--- src/ocst_pkg.sv ---
// package: constants and types for the output compare block
package ocst_pkg;
	// ----------------------------------------
	// widths
	// ----------------------------------------
	localparam int OCST_CNT_W = 16;
	localparam int OCST_SEL_W = 5;
	localparam int OCST_CLK_W = 3;
	localparam int OCST_MODE_W = 2;
	localparam int OCST_SRC_N = 32;
	// ----------------------------------------
	// control register two field positions
	// ----------------------------------------
	localparam int OCST_SEL_LSB = 0;
	localparam int OCST_TRIG_BIT = 7;
	localparam int OCST_CASC_BIT = 8;
	localparam int OCST_CTL_W = 9;
	// ----------------------------------------
	// values
	// ----------------------------------------
	localparam logic [OCST_CNT_W-1:0] OCST_CNT_ZERO = 16'h0000;
	localparam logic [OCST_CNT_W-1:0] OCST_CNT_ONE = 16'h0001;
	localparam logic [OCST_CNT_W-1:0] OCST_CNT_MAX = 16'hFFFF;
	localparam logic [OCST_SEL_W-1:0] OCST_SEL_FREE = 5'h00;
	localparam logic [OCST_CLK_W-1:0] OCST_CLK_NUM = 3'h6;
	// ----------------------------------------
	// output generation modes
	// ----------------------------------------
	typedef enum logic [OCST_MODE_W-1:0] {
		OCST_OUT_OFF = 2'h0,
		OCST_OUT_SINGLE = 2'h1,
		OCST_OUT_CONT = 2'h2,
		OCST_OUT_PWM = 2'h3
	} ocst_out_type;
	// ----------------------------------------
	// counter run states, one-hot
	// ----------------------------------------
	typedef enum logic [2:0] {
		OCST_ST_FREE = 3'h1,
		OCST_ST_SYNC = 3'h2,
		OCST_ST_WAIT = 3'h4
	} ocst_state_type;
endpackage

--- src/ocst_tick_if.sv ---
// interface: counter advance tick and sync strobe between the front end and the core
`timescale 1ns/1ps
`default_nettype none
interface ocst_tick_if;
	logic tick;
	logic sync;
	modport src (output tick, output sync);
	modport dst (input tick, input sync);
endinterface
`default_nettype wire

--- src/ocst_clksel.sv ---
// module: clock source and sync source selection front end
`timescale 1ns/1ps
`default_nettype none
module ocst_clksel
(
	input wire logic [5:0] i_clk_src,
	input wire logic [ocst_pkg::OCST_CLK_W-1:0] i_clk_select,
	input wire logic [ocst_pkg::OCST_SRC_N-1:0] i_sync_src,
	input wire logic [ocst_pkg::OCST_SEL_W-1:0] i_sync_select,
	ocst_tick_if.src tk
);
	import ocst_pkg::*;
	// ----------------------------------------
	// selection
	// ----------------------------------------
	// codes at or above the source count give no tick, so the counter holds
	wire clk_valid = i_clk_select < OCST_CLK_NUM;
	assign tk.tick = clk_valid && i_clk_src[i_clk_select];
	// index zero is the free-running code and never syncs
	assign tk.sync = (i_sync_select != OCST_SEL_FREE) && i_sync_src[i_sync_select];
endmodule
`default_nettype wire

--- src/ocst_core.sv ---
// module: output compare core with dedicated counter, sync/trigger and cascade
// ----------------------------------------
// Operation
// free-running counter counts up and wraps FFFF to 0000
// event when counter equals primary or secondary period value
// synchronous mode runs at once when clock source is enabled
// synchronous mode clears counter on every sync event
// trigger mode holds counter until a sync event, then runs
// free-running after reset and whenever sync source select is zero
// trigger mode select bit 7 chooses trigger mode for nonzero select
// bit 7 clear with nonzero select gives synchronous mode
// sync source select picks which internal event syncs or triggers
// by default module runs alone with its own 16-bit counter
// cascade pairs adjacent odd and even modules
// odd module holds low half, even module high half
// low half wrap increments the high half
// software sets cascade enable bit 8 in both modules of the pair
// single pulse, continuous pulse and PWM generation supported
// up to six clock sources drive the counter
// ----------------------------------------
`timescale 1ns/1ps
`default_nettype none
module ocst_core
(
	input wire logic I_CORE_CLK,
	input wire logic I_RST_B,
	input wire logic I_CLK_EN,
	input wire logic [ocst_pkg::OCST_CTL_W-1:0] I_CONTROL_TWO,
	input wire logic I_HIGH_HALF,
	input wire logic [ocst_pkg::OCST_CLK_W-1:0] I_CLK_SELECT,
	input wire logic [5:0] I_CLK_SRC,
	input wire logic [ocst_pkg::OCST_SRC_N-1:0] I_SYNC_SRC,
	input wire ocst_pkg::ocst_out_type I_OUT_MODE,
	input wire logic I_ARM,
	input wire logic [ocst_pkg::OCST_CNT_W-1:0] I_PRIMARY_PERIOD_VALUE,
	input wire logic [ocst_pkg::OCST_CNT_W-1:0] I_SECONDARY_PERIOD_VALUE,
	input wire logic I_CASCADE_WRAP,
	input wire logic I_CASCADE_MATCH,
	output logic [ocst_pkg::OCST_CNT_W-1:0] O_COMPARE_COUNTER,
	output logic O_WRAP,
	output logic O_MATCH,
	output logic O_EVENT,
	output logic O_OUT,
	output logic O_RUNNING
);
	import ocst_pkg::*;
	// ----------------------------------------
	// control decode
	// ----------------------------------------
	wire [OCST_SEL_W-1:0] sync_source_select = I_CONTROL_TWO[OCST_SEL_LSB +: OCST_SEL_W];
	wire trigger_mode_select = I_CONTROL_TWO[OCST_TRIG_BIT];
	wire cascade_enable = I_CONTROL_TWO[OCST_CASC_BIT];
	wire free_mode = sync_source_select == OCST_SEL_FREE;
	wire trig_mode = !free_mode && trigger_mode_select;
	wire sync_mode = !free_mode && !trigger_mode_select;
	wire casc_high = cascade_enable && I_HIGH_HALF;
	ocst_tick_if tk ();
	ocst_clksel u_sel
	(
		.i_clk_src(I_CLK_SRC),
		.i_clk_select(I_CLK_SELECT),
		.i_sync_src(I_SYNC_SRC),
		.i_sync_select(sync_source_select),
		.tk(tk)
	);
	// ----------------------------------------
	// run state
	// ----------------------------------------
	ocst_state_type state_q;
	ocst_state_type state_d;
	always_comb
	begin
		state_d = state_q;
		case (state_q)
			OCST_ST_FREE:
			begin
				if (sync_mode)
					state_d = OCST_ST_SYNC;
				else if (trig_mode)
					state_d = OCST_ST_WAIT;
			end
			OCST_ST_SYNC:
			begin
				if (free_mode)
					state_d = OCST_ST_FREE;
				else if (trig_mode)
					state_d = OCST_ST_WAIT;
			end
			OCST_ST_WAIT:
			begin
				if (free_mode)
					state_d = OCST_ST_FREE;
				else if (sync_mode)
					state_d = OCST_ST_SYNC;
			end
			default:
				state_d = OCST_ST_FREE;
		endcase
	end
	// trigger mode latches a run flag; the waiting state itself stays put so
	// that leaving trigger mode always re-arms on the next entry
	logic armed_q;
	logic armed_d;
	wire in_wait = state_q == OCST_ST_WAIT;
	assign armed_d = !in_wait ? 1'b0 : (armed_q || tk.sync);
	// ----------------------------------------
	// counter advance
	// ----------------------------------------
	// sync mode needs no event to start: it runs as soon as ticks arrive
	wire run_ok = (state_q != OCST_ST_WAIT) || armed_q;
	// high half advances only on the low half's wrap
	wire adv = run_ok && (casc_high ? I_CASCADE_WRAP : tk.tick);
	wire sync_clr = (state_q == OCST_ST_SYNC) && tk.sync;
	function automatic logic [OCST_CNT_W-1:0] ocst_inc(input logic [OCST_CNT_W-1:0] v);
		ocst_inc = v + OCST_CNT_ONE;
	endfunction
	logic [OCST_CNT_W-1:0] cnt_q;
	logic [OCST_CNT_W-1:0] cnt_d;
	assign cnt_d = sync_clr ? OCST_CNT_ZERO : (adv ? ocst_inc(cnt_q) : cnt_q);
	wire wrap = adv && !sync_clr && (cnt_q == OCST_CNT_MAX);
	// ----------------------------------------
	// compare and output
	// ----------------------------------------
	wire m_pri = cnt_q == I_PRIMARY_PERIOD_VALUE;
	wire m_sec = cnt_q == I_SECONDARY_PERIOD_VALUE;
	// in a pair the high half's match only counts while the low half matches too
	wire m_any = m_pri || m_sec;
	wire match_ok = casc_high ? (m_any && I_CASCADE_MATCH) : (cascade_enable ? m_any : m_any);
	// one event per count value, not per clock cycle
	logic cnt_new_q;
	wire evt = match_ok && cnt_new_q && run_ok;
	wire pri_evt = evt && m_pri;
	wire sec_evt = evt && m_sec;
	logic out_d;
	logic done_q;
	logic done_d;
	always_comb
	begin
		out_d = O_OUT;
		done_d = done_q;
		if (I_ARM)
			done_d = 1'b0;
		case (I_OUT_MODE)
			OCST_OUT_SINGLE:
			begin
				if (pri_evt && !done_q)
					out_d = 1'b1;
				if (sec_evt && O_OUT)
				begin
					out_d = 1'b0;
					done_d = 1'b1;
				end
			end
			OCST_OUT_CONT:
			begin
				if (pri_evt)
					out_d = 1'b1;
				if (sec_evt)
					out_d = 1'b0;
			end
			OCST_OUT_PWM:
			begin
				// rising at the primary value, falling at the secondary (duty)
				if (pri_evt)
					out_d = 1'b1;
				if (sec_evt)
					out_d = 1'b0;
				if (pri_evt && m_sec)
					out_d = 1'b0;
			end
			default:
				out_d = 1'b0;
		endcase
	end
	// ----------------------------------------
	// registers
	// ----------------------------------------
	always_ff @(posedge I_CORE_CLK or negedge I_RST_B)
	begin
		if (!I_RST_B)
		begin
			state_q <= OCST_ST_FREE;
			armed_q <= 1'b0;
			cnt_q <= OCST_CNT_ZERO;
			cnt_new_q <= 1'b1;
			done_q <= 1'b0;
			O_OUT <= 1'b0;
			O_WRAP <= 1'b0;
			O_EVENT <= 1'b0;
		end
		else if (I_CLK_EN)
		begin
			state_q <= state_d;
			armed_q <= armed_d;
			cnt_q <= cnt_d;
			cnt_new_q <= adv || sync_clr;
			done_q <= done_d;
			O_OUT <= out_d;
			O_WRAP <= wrap;
			O_EVENT <= evt;
		end
	end
	assign O_COMPARE_COUNTER = cnt_q;
	assign O_MATCH = m_any && run_ok;
	assign O_RUNNING = run_ok;
endmodule
`default_nettype wire

--- config.mk ---
export PLATFORM = sky130hd
export DESIGN_NAME = ocst_core
export DESIGN_NICKNAME = d
export VERILOG_FILES = /design/src/ocst_pkg.sv /design/src/ocst_tick_if.sv /design/src/ocst_clksel.sv /design/src/ocst_core.sv
export SDC_FILE = /design/constraint.sdc
export NUM_CORES = 1
export LEC_CHECK = 0
export BUFFER_PORTS_ARGS = -buffer_cell sky130_fd_sc_hd__buf_2
export CAP_MARGIN = 20
export CORE_AREA = 2 2 91 58
export CTS_CLUSTER_DIAMETER = 60
export CTS_CLUSTER_SIZE = 40
export DETAILED_ROUTE_END_ITERATION = 16
export DIE_AREA = 0 0 93 60
export PLACE_DENSITY = 0.87
export SYNTH_ARGS = -nofsm -noshare
export SYNTH_HDL_FRONTEND = slang
export SYNTH_SLANG_ARGS = --single-unit
--- constraint.sdc ---
create_clock -name I_CORE_CLK -period 2.1 [get_ports I_CORE_CLK]
set_clock_uncertainty 0.05 [all_clocks]
set_input_delay 0.42 -clock I_CORE_CLK [delete_from_list [all_inputs] [get_ports I_CORE_CLK]]
set_output_delay 0.42 -clock I_CORE_CLK [all_outputs]
set_load 0.01 [all_outputs]
Word level (Yosys, flattened, before mapping) --
Index checks and enable logic that the tools add are counted.
Word-level totals: bits in registers 25, bits of input ports 91, output and inout bits 21, logic and storage cells 80
Cells by class: add/subtract/negate cells 1, order comparisons 3, equal/unequal tests 12, mux-type cells 24, reductions and logical operators 32
Operators with widths (number):
- $eq A16 B16 Y1 | 2
- $mux W16 | 2
- $logic_and A1 B1 Y1 | 18
- $add A16 B1 Y16 const B | 1
- $eq A16 B16 Y1 const B | 1
- $mux W3 | 5
- $mux W1 | 13
- $ne A3 B3 Y1 const B | 3
- $pmux W3 S3 | 1
- $lt A5 B6 Y1 const B | 1
- $reduce_and A2 Y1 | 3
- $bmux W1 S5 | 1
- $logic_not A5 Y1 | 1
- $reduce_bool A5 Y1 | 1
- $eq A2 B2 Y1 const B | 2
- $logic_not A1 Y1 | 4
- $logic_or A1 B1 Y1 | 4
- $lt A3 B4 Y1 const B | 1
- $bmux W1 S3 | 1
- $eq A3 B1 Y1 const B | 1
- $eq A3 B2 Y1 const B | 1
- $eq A3 B3 Y1 const B | 1
- $lt A3 B3 Y1 const B | 1
- $pmux W1 S3 | 1
- 2 further kinds | 2

Longest topological paths before layout --
Gate-level depths: netlist of the first run.
depth after elaboration 11, depth in mapped cells 9, mapped depth without buffers 7

Modules after synthesis --
A second synthesis of the first run with hierarchy kept.
Second synthesis, totals: cells, all modules 241, area total of the unflattened synthesis 2207.1 µm²
By module, submodules not included:
- ocst_core | instances 1, cells each 199, area an instance 1845.5 µm², sequential area each 628.1 µm²
- ocst_clksel | instances 1, cells each 42, area an instance 361.6 µm², sequential area each 0.0 µm²

Worst setup path before layout of the first run --
No wires, ideal clock.
path type input to register, start point in I_CONTROL_TWO[0] in the netlist's numbering, end point reg cnt_q[12] (netlist: O_COMPARE_COUNTER[12]), setup time 0.119 ns, arrival time 1.951 ns, data required time 1.931 ns, slack -0.019 ns, cell stages on the path 9, path buffers 4, cell sequence buf_6 -> buf_8 -> mux2i_1 -> mux4_2 -> a31oi_1 -> and4_1 -> buf_4 -> buf_6 -> nor2_1
On the way: longest elaborated chain between the ends 6, elaborated cells on any way between the ends 8, classes of those cells mux (3); reduce/logical (5)
Ends and longest elaborated chain:
- start: declaration | RTL line ocst_core.sv:28 | input wire logic [ocst_pkg::OCST_CTL_W-1:0] I_CONTROL_TWO,
- $bmux W1 S5 | RTL line ocst_clksel.sv:20 | assign tk.sync = (i_sync_select != OCST_SEL_FREE) && i_sync_src[i_sync_select];
- $mux W1 (not written as such) | RTL line ocst_clksel.sv:20
- $logic_and A1 B1 Y1 (*) | RTL line ocst_clksel.sv:20
- $logic_and A1 B1 Y1 (*) | RTL line ocst_core.sv:113 | wire sync_clr = (state_q == OCST_ST_SYNC) && tk.sync;
- $reduce_bool A2 Y1 (no source line)
- $reduce_and A2 Y1 (no source line)
- end signal: assignment | RTL line ocst_core.sv:195 | cnt_q <= cnt_d;
- end: declaration | RTL line ocst_core.sv:117 | logic [OCST_CNT_W-1:0] cnt_q;
Every way passes the cells marked *; elsewhere a longest branch is shown, timed or not. The select of a mux whose other input is x is not followed. A chain may end at the register's enable or synchronous reset.

Worst setup path in the final report of the first run --
start point reg cnt_q[5] (netlist: O_COMPARE_COUNTER[5]), end point out O_MATCH
On the way: longest elaborated chain between the ends 3, elaborated cells on any way between the ends 4, classes of those cells eq/ne (2); reduce/logical (2)
Ends and longest elaborated chain:
- $eq A16 B16 Y1, on equally long branches | RTL line ocst_core.sv:124, ocst_core.sv:125
- $logic_or A1 B1 Y1 (*) | RTL line ocst_core.sv:127 | wire m_any = m_pri || m_sec;
- $logic_and A1 B1 Y1 (*) | RTL line ocst_core.sv:204 | assign O_MATCH = m_any && run_ok;
- end: declaration | RTL line ocst_core.sv:41 | output logic O_MATCH,
Every way passes the cells marked *; elsewhere a longest branch is shown, timed or not.

==> results of run 1 <==
==> worst paths after layout <==
kind	end	slack, ns	startpoint
worst max-delay path	O_MATCH	-0.25	O_COMPARE_COUNTER[5]
worst min-delay path	O_COMPARE_COUNTER[6]	0.08	I_RST_B
worst max register to register	O_COMPARE_COUNTER[15]	0.13	O_COMPARE_COUNTER[9]
worst min register to register	O_WRAP	0.45	O_WRAP
max in group asynchronous	O_COMPARE_COUNTER[8]	1.52	I_RST_B
min in group I_CORE_CLK	state_q[1]	0.33	I_CONTROL_TWO[7]
==> cell usage after synthesis (2+ instances only) <==
master,instances,area (µm²)
a21oi_1,6,30.0
a31oi_1,2,12.5
a32o_1,2,20.0
and2_1,2,12.5
and3_1,2,12.5
and4_1,2,17.5
buf_2,2,10.0
buf_4,2,15.0
buf_6,2,22.5
clkbuf_1,4,15.0
dfrtp_1,23,576
dfstp_2,2,52.6
inv_1,6,22.5
mux2i_1,13,130
mux4_2,6,135
nand2_1,7,26.3
nand3_1,4,20.0
nand4_1,9,56.3
nor2_1,25,93.8
nor2b_1,3,18.8
nor3_1,8,40.0
nor3b_1,4,30.0
nor4_1,5,31.3
nor4b_1,5,43.8
o21ai_0,4,20.0
o2bb2ai_1,2,17.5
o32ai_1,2,17.5
xnor2_1,29,254
xor2_1,17,149
==> logic make-up after synthesis <==
kind of cell / after synthesis
AO/OA/AOI/OAI: 27
flip-flops: 25
AND/OR/NAND/NOR: 81
XOR/XNOR: 46
buffers and inverters: 17
adder cells (fa/ha/maj): 1
multiplexers: 20
==> metal layers <==
| metal | global-route usage [%] | part of all wire, % | vias up |
|---|---|---|---|
| met3 | 4.04 | 7.0 | 13 |
| met2 | 38.0 | 46 | 122 |
| li1 | - | - | 1082 |
| met5 | 0 | 0 | - |
| met4 | 5.25 | 1.6 | 0 |
| met1 | 32.7 | 45 | 1076 |
==> power groups by stage <==
stage	combinational [mW]	clock, mW	sequential, mW
after floorplan	0.372	0	0.670
after global placement	0.699	0	0.644
after detailed placement	0.724	0	0.652
after CTS	0.730	0.290	0.643
after global routing	0.805	0.317	0.658
final	0.738	0.295	0.651
==> critical path: cells and delay by family, from the launching register on <==
kind                   cells  cell delay [ns]
AND/OR/NAND/NOR            3             0.65
AO/OA/AOI/OAI              1             0.18
flip-flops                 1             0.45
XOR/XNOR                   1             0.18
buffers and inverters      1             0.15
==> registers in the layout, summed over array words and instances (netlist names) <==
name	cells
done_q	1
state_q	3
O_WRAP	1
O_OUT	1
armed_q	1
O_EVENT	1
O_COMPARE_COUNTER	16
cnt_new_q	1
==> area by class of cell <==
type	count	area [µm²]	area share (%)
sequential	25	628	20.9
timing repair buffer	149	871	29.0
multi-input combinational	175	1360	45.1
inverter	6	22.5	0.749
clock buffer	4	45.0	1.50
tap	66	82.6	2.75
==> stage by stage <==
stage / setup slack [ns] / setup TNS, ns / std cells
3_5_place_dp: -0.133 / -1.98 / 419
4_1_cts: -0.232 / -0.232 / 423
3_3_place_gp: -0.0904 / -1.42 / 419
6_report: -0.253 / -0.253 / 425
5_1_grt: -0.333 / -0.346 / 425
2_1_floorplan: 0.00246 / 0 / 217
==> timing repair <==
| item | 4_1_cts | 5_1_grt |
|---|---|---|
| setup buffers | 0 | 2 |
| pin swaps | 1 | 0 |
| hold buffers | 0 | 0 |
| gates resized for setup | 1 | 4 |
| setup endpoints to repair | 1 | 3 |
==> flow_summary.toml, run 1 <==
[logic_synthesis]
syn_area_per_cell_um2 = 9.46
synth-compound-area-share_pct = 9.45
synth-simple-area-share_pct = 21.4
synthDistinctLibCells = 46
synth_warnings = 0
postSynth.asyncResetShare_pct = 100
dominantRegCellSynth = "dfrtp_1"
synth_top_family_by_area = "simple AND/OR/NAND/NOR gates"
seq_area_frac_synth_pct = 30.6
synth_edf_count = 0
syn-cell-area_um2 = 2050
synth-seq-cells = 25
synth_xor_area_share_pct = 19.6
syn_nets = 309
muxShareOfSynthArea_pct = 13.5
synth_adder_area_share_pct = 0.609
netlist_instances = 217

[route]
drtPass1Iterations = 4
drtIter0Drc = 258
drt-vias-per-instance = 5.40
num_vias = 2293
drc = 0
routedWlPerCell_um = 15.8
finalWirelength_mm = 6.71
postRouteAntennaNets = 0

[layout]
drive_above_1_share_pct = 46.5
fillers = 419
fin_area_um2 = 3010
layout_commonest_cell = "buf_2"
diodes = 0
layout_common_cells = "buf_2 (109), buf_4 (38), xnor2_1 (29), nor2_1 (25), dfrtp_1 (23)"
final_core_util_pct = 62.6
nets = 452
syn_to_final_growth_pct = 46.4

[pwr]
power_switching_share_pct = 35.7
vdd_ir_drop_max_mv = 0.316
p_int_mw = 1.08
fin_total_pwr_mw = 1.68
p_per_area_nw_per_um2 = 561
clkPwrFrac_pct = 17.5
leakage_nw = 1.49
switchingPower_mw = 0.602
p_seq_share_pct = 38.6
power_frac_comb_pct = 43.8

[place]
portBuffers = 109
placed_area_um2 = 2930
place_congestion = 0.822
hpwl_mm = 5.43

[die]
io_pins = 112
die_area_um2 = 5580
die-width_um = 93
die_h_um = 60
start_util_pct = 42.7
core-area_um2 = 4800
row_count = 20

[sta]
finalHoldViolations = 0
relSlewSlack_pct = 60.6
slew_violations = 0
setup_viol = 1
rsz0062_at_grt = "yes"
fin_ws_ns = -0.253
min_period_over_period_pct = 112
max_freq_mhz = 425
min_period_ns = 2.35
hold_slack_ns = 0.0849
worst_pin_slew_ns = 0.591

[clocking]
cts_tree = "yes"
cts.sinks = 25
cts.reportedPaths.clkPinSlew_ns = 0.09
cts_inserted_buffers = 3
cts_buffer_depth = 2
htree_levels = 1
clkLatencyLatePin_ns = 0.27
cts-root-buf = "clkbuf_8"

[setup_path]
cp_max_fo = 5
crit_arrival_ns = 1.88
max_stage_delay_ns = 0.45
r2r_cells = 7
crit_type = "reg -> out"
required_ns = 1.63
cp-end-kind = "output port"
startpoint_type = "flip-flop"
cp_cell_sequence = "xor2_1 > nor4_1 > nand4_1 > a21boi_1 > nor2_1 > buf_2"
cpMaxStageDelayCell = "dfrtp_1"

[worst_hold_path]
hold_path.class = "in -> async"

[run]
cap_violations = 0

[global_routing]
overflow = 0
grt_pass1_vias = 2120
antenna_found_initial = 0
grt_max_degree = 26
grt_pass1_wl_mm = 9.98
track_usage_pct = 23.2

[status]
outcome = "finished, violations left"
violations = "setup timing"
(Power assumes the default switching activity.)
==> inputs of run 2 (changes only) <==
CELL_PAD_IN_SITES_DETAIL_PLACEMENT = 1   (was not set)
CELL_PAD_IN_SITES_GLOBAL_PLACEMENT = 2   (was not set)
CORE_AREA = 2 2 120 76   (was 2 2 91 58)
DIE_AREA = 0 0 122 78   (was 0 0 93 60)
PLACE_DENSITY = 0.88   (was 0.87)
==> flow_summary.toml, run 2 (synthesis results as in run 1) <==
[clocking]
cts_inserted_buffers = 3
cts.sinks = 25
clkLatencyLatePin_ns = 0.26
cts_tree = "yes"
cts_buffer_depth = 2
htree_levels = 1
cts.reportedPaths.clkPinSlew_ns = 0.07
cts-root-buf = "clkbuf_16"

[global_routing]
antenna_found_initial = 0
grt_use_met3_pct = 2.79
track_usage_pct = 15.8
gr-usage-met2_pct = 27.2
overflow = 0
grt_pass1_wl_mm = 12.0
grt_pass1_vias = 2415
gr-max-usage-layer = "met2"
grt_max_degree = 26
use_met1_pct = 21.2

[pwr]
power_switching_share_pct = 34.4
switchingPower_mw = 0.640
leakage_nw = 1.47
vdd_ir_drop_max_mv = 0.253
p_per_area_nw_per_um2 = 611
clkPwrFrac_pct = 23.1
p_seq_share_pct = 34.2
power_frac_comb_pct = 42.8
fin_total_pwr_mw = 1.86
p_int_mw = 1.22

[die]
start_util_pct = 24.8
die_area_um2 = 9520
row_count = 26
core-area_um2 = 8300
die-width_um = 122
io_pins = 112
die_h_um = 78

[route]
drc = 0
postRouteAntennaNets = 0
drtPass1Iterations = 4
drt-vias-per-instance = 4.76
finalWirelength_mm = 7.40
drtIter0Drc = 69
routedWlPerCell_um = 15.9
num_vias = 2215

[setup_path]
cp_max_fo = 2
crit_arrival_ns = 1.86
startpoint_type = "flip-flop"
crit_type = "reg -> out"
cp-end-kind = "output port"
required_ns = 1.63

[sta]
slew_violations = 0
setup-tns-final_ns = -0.233
finalHoldViolations = 0
rsz0062_at_grt = "yes"
fin_ws_ns = -0.233
setup_viol = 1
min_period_over_period_pct = 111
min_period_ns = 2.33
relSlewSlack_pct = 59.5
max_freq_mhz = 429
worst_pin_slew_ns = 0.607

[layout]
syn_to_final_growth_pct = 48.3
layout_common_cells = "buf_2 (108), buf_4 (33), xnor2_1 (29), nor2_1 (25), dfrtp_1 (22)"
final_core_util_pct = 36.7
diodes = 0
layout_commonest_cell = "buf_2"
nets = 446
largest_register_ff_count = 16
drive_above_1_share_pct = 45.9

[status]
violations = "setup timing"
outcome = "finished, violations left"

[place]
hpwl_mm = 6.19
place_congestion = 0.799
portBuffers = 109

[worst_hold_path]
hold_path.class = "in -> async"

[run]
cap_violations = 0
[run 2: changes by cell type in the layout (fill, tap and decap cells not counted)]
cell | previous run | this run
nand3_1 | 3 | 4
clkbuf_4 | 0 | 1
nor4_2 | 0 | 2
nand3_2 | 1 | 0
clkbuf_16 | 0 | 3
and3_4 | 1 | 0
nor4_1 | 5 | 3
dfrtp_1 | 23 | 22
buf_12 | 2 | 1
and3_1 | 1 | 2
clkbuf_8 | 3 | 0
dfrtp_2 | 0 | 1
buf_2 | 109 | 108
buf_4 | 38 | 33
[run 2: timing repair]
| action | 4_1_cts | 5_1_grt |
|---|---|---|
| buffers inserted | 0 | 3 |
| pin swaps | 0 | 2 |
| hold buffers | 0 | 0 |
| resized for setup | 2 | 5 |
| setup endpoints to repair | 1 | 20 |
| endpoints found under the hold margin | 0 | 0 |
[run 2: power by group through the flow]
stage / Combinational [mW] / Sequential (mW) / Clock [mW]
after global placement: 0.742 / 0.633 / 0
after detailed placement: 0.781 / 0.639 / 0
after CTS: 0.790 / 0.631 / 0.439
final: 0.796 / 0.635 / 0.429
after floorplan: 0.372 / 0.670 / 0
after global routing: 0.881 / 0.644 / 0.459
[run 2: metrics by stage]
| stage | setup slack (ns) | cell area (µm²) | hold WS (ns) | instances |
|---|---|---|---|---|
| after global routing | -0.348 | 3050 | 0.158 | 465 |
| final | -0.233 | 3050 | 0.115 | 465 |
| after floorplan | 0.00246 | 2070 | 0.0744 | 217 |
| after CTS | -0.249 | 3000 | 0.134 | 462 |
| after global placement | -0.214 | 2920 | 0.399 | 458 |
| after detailed placement | -0.253 | 2920 | 0.417 | 458 |
[run 2: worst max-delay path, stage by stage (launching register included)]
cell and delay (ns):
dfrtp_1 0.43, xor2_1 0.18, nor4_2 0.27, buf_4 0.17
nand4_1 0.13, a21boi_1 0.18, nor2_1 0.10, buf_2 0.14
[run 2: area by class of cell]
cell class / instances / area (µm²)
multi-input cells: 175 / 1360
repair buffers: 143 / 816
clock buffers: 4 / 78.8
well taps: 112 / 140
fillers: 1015 / 5250
inverters: 6 / 22.5
flip-flops and latches: 25 / 629
[run 2: routing by layer]
layer / share of wire [%] / up-vias
met5: 0 / -
met3: 4.4 / 4
li1: - / 1069
met1: 47 / 1088
met2: 48 / 54
met4: 0.39 / 0
[run 2: worst paths after layout]
check	startpoint	to	slack (ns)	cells past startpoint
setup / recovery	O_COMPARE_COUNTER[0]	O_MATCH	-0.23	7
hold / removal	I_RST_B	state_q[1]	0.12	1
setup reg to reg	O_COMPARE_COUNTER[3]	O_COMPARE_COUNTER[15]	0.09	6
hold reg to reg	O_EVENT	O_EVENT	0.45	1
max in group asynchronous	I_RST_B	O_COMPARE_COUNTER[8]	1.45	1
min in group I_CORE_CLK	I_CONTROL_TWO[7]	state_q[1]	0.34	2
==> inputs of run 3 (changes only) <==
CORE_AREA = 2 2 122 77   (was 2 2 120 76)
DIE_AREA = 0 0 124 79   (was 0 0 122 78)
PLACE_DENSITY = 0.9   (was 0.88)
SYNTH_HIERARCHICAL = 1   (was not set)
==> flow_summary.toml, run 3 <==
[status]
outcome = "finished, violations left"
violations = "setup timing"

[setup_path]
cp_max_fo = 8
crit_type = "in -> reg"
reg2reg_to = "O_COMPARE_COUNTER[15]"
startpoint_type = "primary input"
regToRegSetupSlack_ns = 0.09
crit_arrival_ns = 2.47
r2r_cells = 7
worstReg2RegStart = "O_COMPARE_COUNTER[4]"
cp-end-kind = "flip-flop"
required_ns = 2.21

[logic_synthesis]
synth_adder_area_share_pct = 0.567
syn_nets = 333
synth-simple-area-share_pct = 20.5
synth_edf_count = 0
synth_top_family_by_area = "simple AND/OR/NAND/NOR gates"
synth_top_area_share_pct = 26.1
synth-compound-area-share_pct = 17.2
synth.area.top_cells = "dfrtp_1 (26%), xnor2_1 (19%), mux2i_1 (4.1%)"
postSynth.asyncResetShare_pct = 100
dominantRegCellSynth = "dfrtp_1"
post-synth-top-count-cell = "xnor2_1"
muxShareOfSynthArea_pct = 9.35
synth_commonest_cells = "xnor2_1 (47), dfrtp_1 (23), nor2_1 (23)"
synth_warnings = 6
synthDistinctLibCells = 52
syn-cell-area_um2 = 2210
synth_xor_area_share_pct = 18.7
synth_top_area_cell = "dfrtp_1"
seq_area_frac_synth_pct = 28.5
syn_area_per_cell_um2 = 9.16
synth-seq-cells = 25
netlist_instances = 241

[die]
die-width_um = 124
die_area_um2 = 9800
io_pins = 112
die_h_um = 79
row_count = 27
start_util_pct = 25.1
core-area_um2 = 8780

[place]
portBuffers = 108
pre_cts_slack_ns = -0.722
place_congestion = 0.824
placed_area_um2 = 3090
hpwl_mm = 6.43

[sta]
fin_ws_ns = -0.263
finalHoldViolations = 0
relSlewSlack_pct = 60.6
worst_pin_slew_ns = 0.591
setup_viol = 19
rsz0062_at_grt = "yes"
min_period_ns = 2.36
min_period_over_period_pct = 113
setup-tns-final_ns = -3.55
slew_violations = 0
max_freq_mhz = 423

[route]
finalWirelength_mm = 8.54
num_vias = 2358
drtPass1Iterations = 4
drtIter0Drc = 87
drc = 0
drt-vias-per-instance = 4.84
postRouteAntennaNets = 0
routedWlPerCell_um = 17.5

[layout]
final_core_util_pct = 39.3
layout_commonest_cell = "buf_2"
layout_common_cells = "buf_2 (105), xnor2_1 (43), buf_4 (26), nor2_1 (23), dfrtp_1 (19)"
drive_above_1_share_pct = 51.8
fin_area_um2 = 3450
nets = 464
largest_register_ff_count = 16
syn_to_final_growth_pct = 56.3
diodes = 0

[clocking]
cts_buffer_depth = 2
cts.reportedPaths.clkPinSlew_ns = 0.07
htree_levels = 1
cts-root-buf = "clkbuf_16"
cts_tree = "yes"
clkLatencyLatePin_ns = 0.27
cts.sinks = 25
cts_inserted_buffers = 3

[worst_hold_path]
hold_path.class = "in -> async"

[global_routing]
grt_pass1_wl_mm = 13.6
grt_pass1_vias = 2554
overflow = 0
antenna_found_initial = 0
grt_max_degree = 26
track_usage_pct = 18.2

[run]
cap_violations = 0

[pwr]
p_per_area_nw_per_um2 = 685
fin_total_pwr_mw = 2.36
leakage_nw = 1.49
vdd_ir_drop_max_mv = 0.323
## run 3: cell count changes in the layout (fill, tap and decap cells not counted), sizes merged, moves of 3 or more
| cell | change |
|---|---|
| xnor2 | +18 |
| xor2 | -17 |
| nand2 | +11 |
| nor3 | -7 |
| a2111oi | +6 |
| a211oi | +6 |
| a21oi | +5 |
| nand3 | +5 |
| nand4 | +5 |
| mux2i | -4 |
| nor4b | -4 |
| nor3b | -3 |
| nor4 | -3 |
## run 3: critical path, stage by stage
cell and delay (ns):
buf_8 0.10, mux2i_4 0.18, a2111oi_4 0.34, a22oi_2 0.11
o211ai_1 0.14, or3b_4 0.44, buf_12 0.16, a2111oi_4 0.37
xnor2_1 0.15, nor2_1 0.06
## run 3: how the worst max path moves through the flow
stage                           startpoint                     to
after floorplan           I_CONTROL_TWO[1]  O_COMPARE_COUNTER[10]
after global placement    I_CONTROL_TWO[2]  O_COMPARE_COUNTER[10]
after detailed placement  I_CONTROL_TWO[2]  O_COMPARE_COUNTER[10]
after CTS                 I_CONTROL_TWO[2]  O_COMPARE_COUNTER[14]
after global routing      I_CONTROL_TWO[2]  O_COMPARE_COUNTER[14]
final                     I_CONTROL_TWO[2]  O_COMPARE_COUNTER[14]
## run 3: metrics by stage
stage,hold WS (ns),instances
global placement,0.402,476
CTS,0.120,488
global route,0.147,487
finish,0.0931,487
floorplan,0.0744,241
detailed placement,0.413,476
## run 3: per-layer routing
layer / global-route usage, % / share of wire [%]
met1: 24.2 / 46
met2: 30.0 / 48
met4: 4.61 / 0.88
met5: 0 / 0
met3: 3.81 / 4.3
## run 3: logic make-up (layout without fill, tap and decap cells)
family          Yosys count  after routing
xor+xnor                 47             47
fa+ha+maj                 1              1
compound gates           44             44
simple gates             85             85
flops                    25             25
buf+inv                  24            154
mux                      15             15
## run 3: final cells by class
type | count | area [µm²]
multi-input combinational | 192 | 1660
inverter | 6 | 22.5
clock inverter | 1 | 7.51
clock buffer | 3 | 75.1
timing repair buffer | 144 | 910
sequential | 25 | 633
fill | 1046 | 5330
tap | 116 | 145
## run 3: what timing repair did
action / 4_1_cts / 5_1_grt
endpoints found under the setup margin: 19 / 19
setup buffers: 7 / 1
pin swaps: 25 / 3
gates resized for setup: 46 / 1
hold buffers: 0 / 0
endpoints found under the hold margin: 0 / 0
gates cloned: 1 / 0
## run 3: power by group
| group | switching, mW | internal [mW] |
|---|---|---|
| registers | 0.144 | 0.592 |
| logic | 0.583 | 0.588 |
| clock network | 0.197 | 0.260 |
| total | 0.924 | 1.44 |
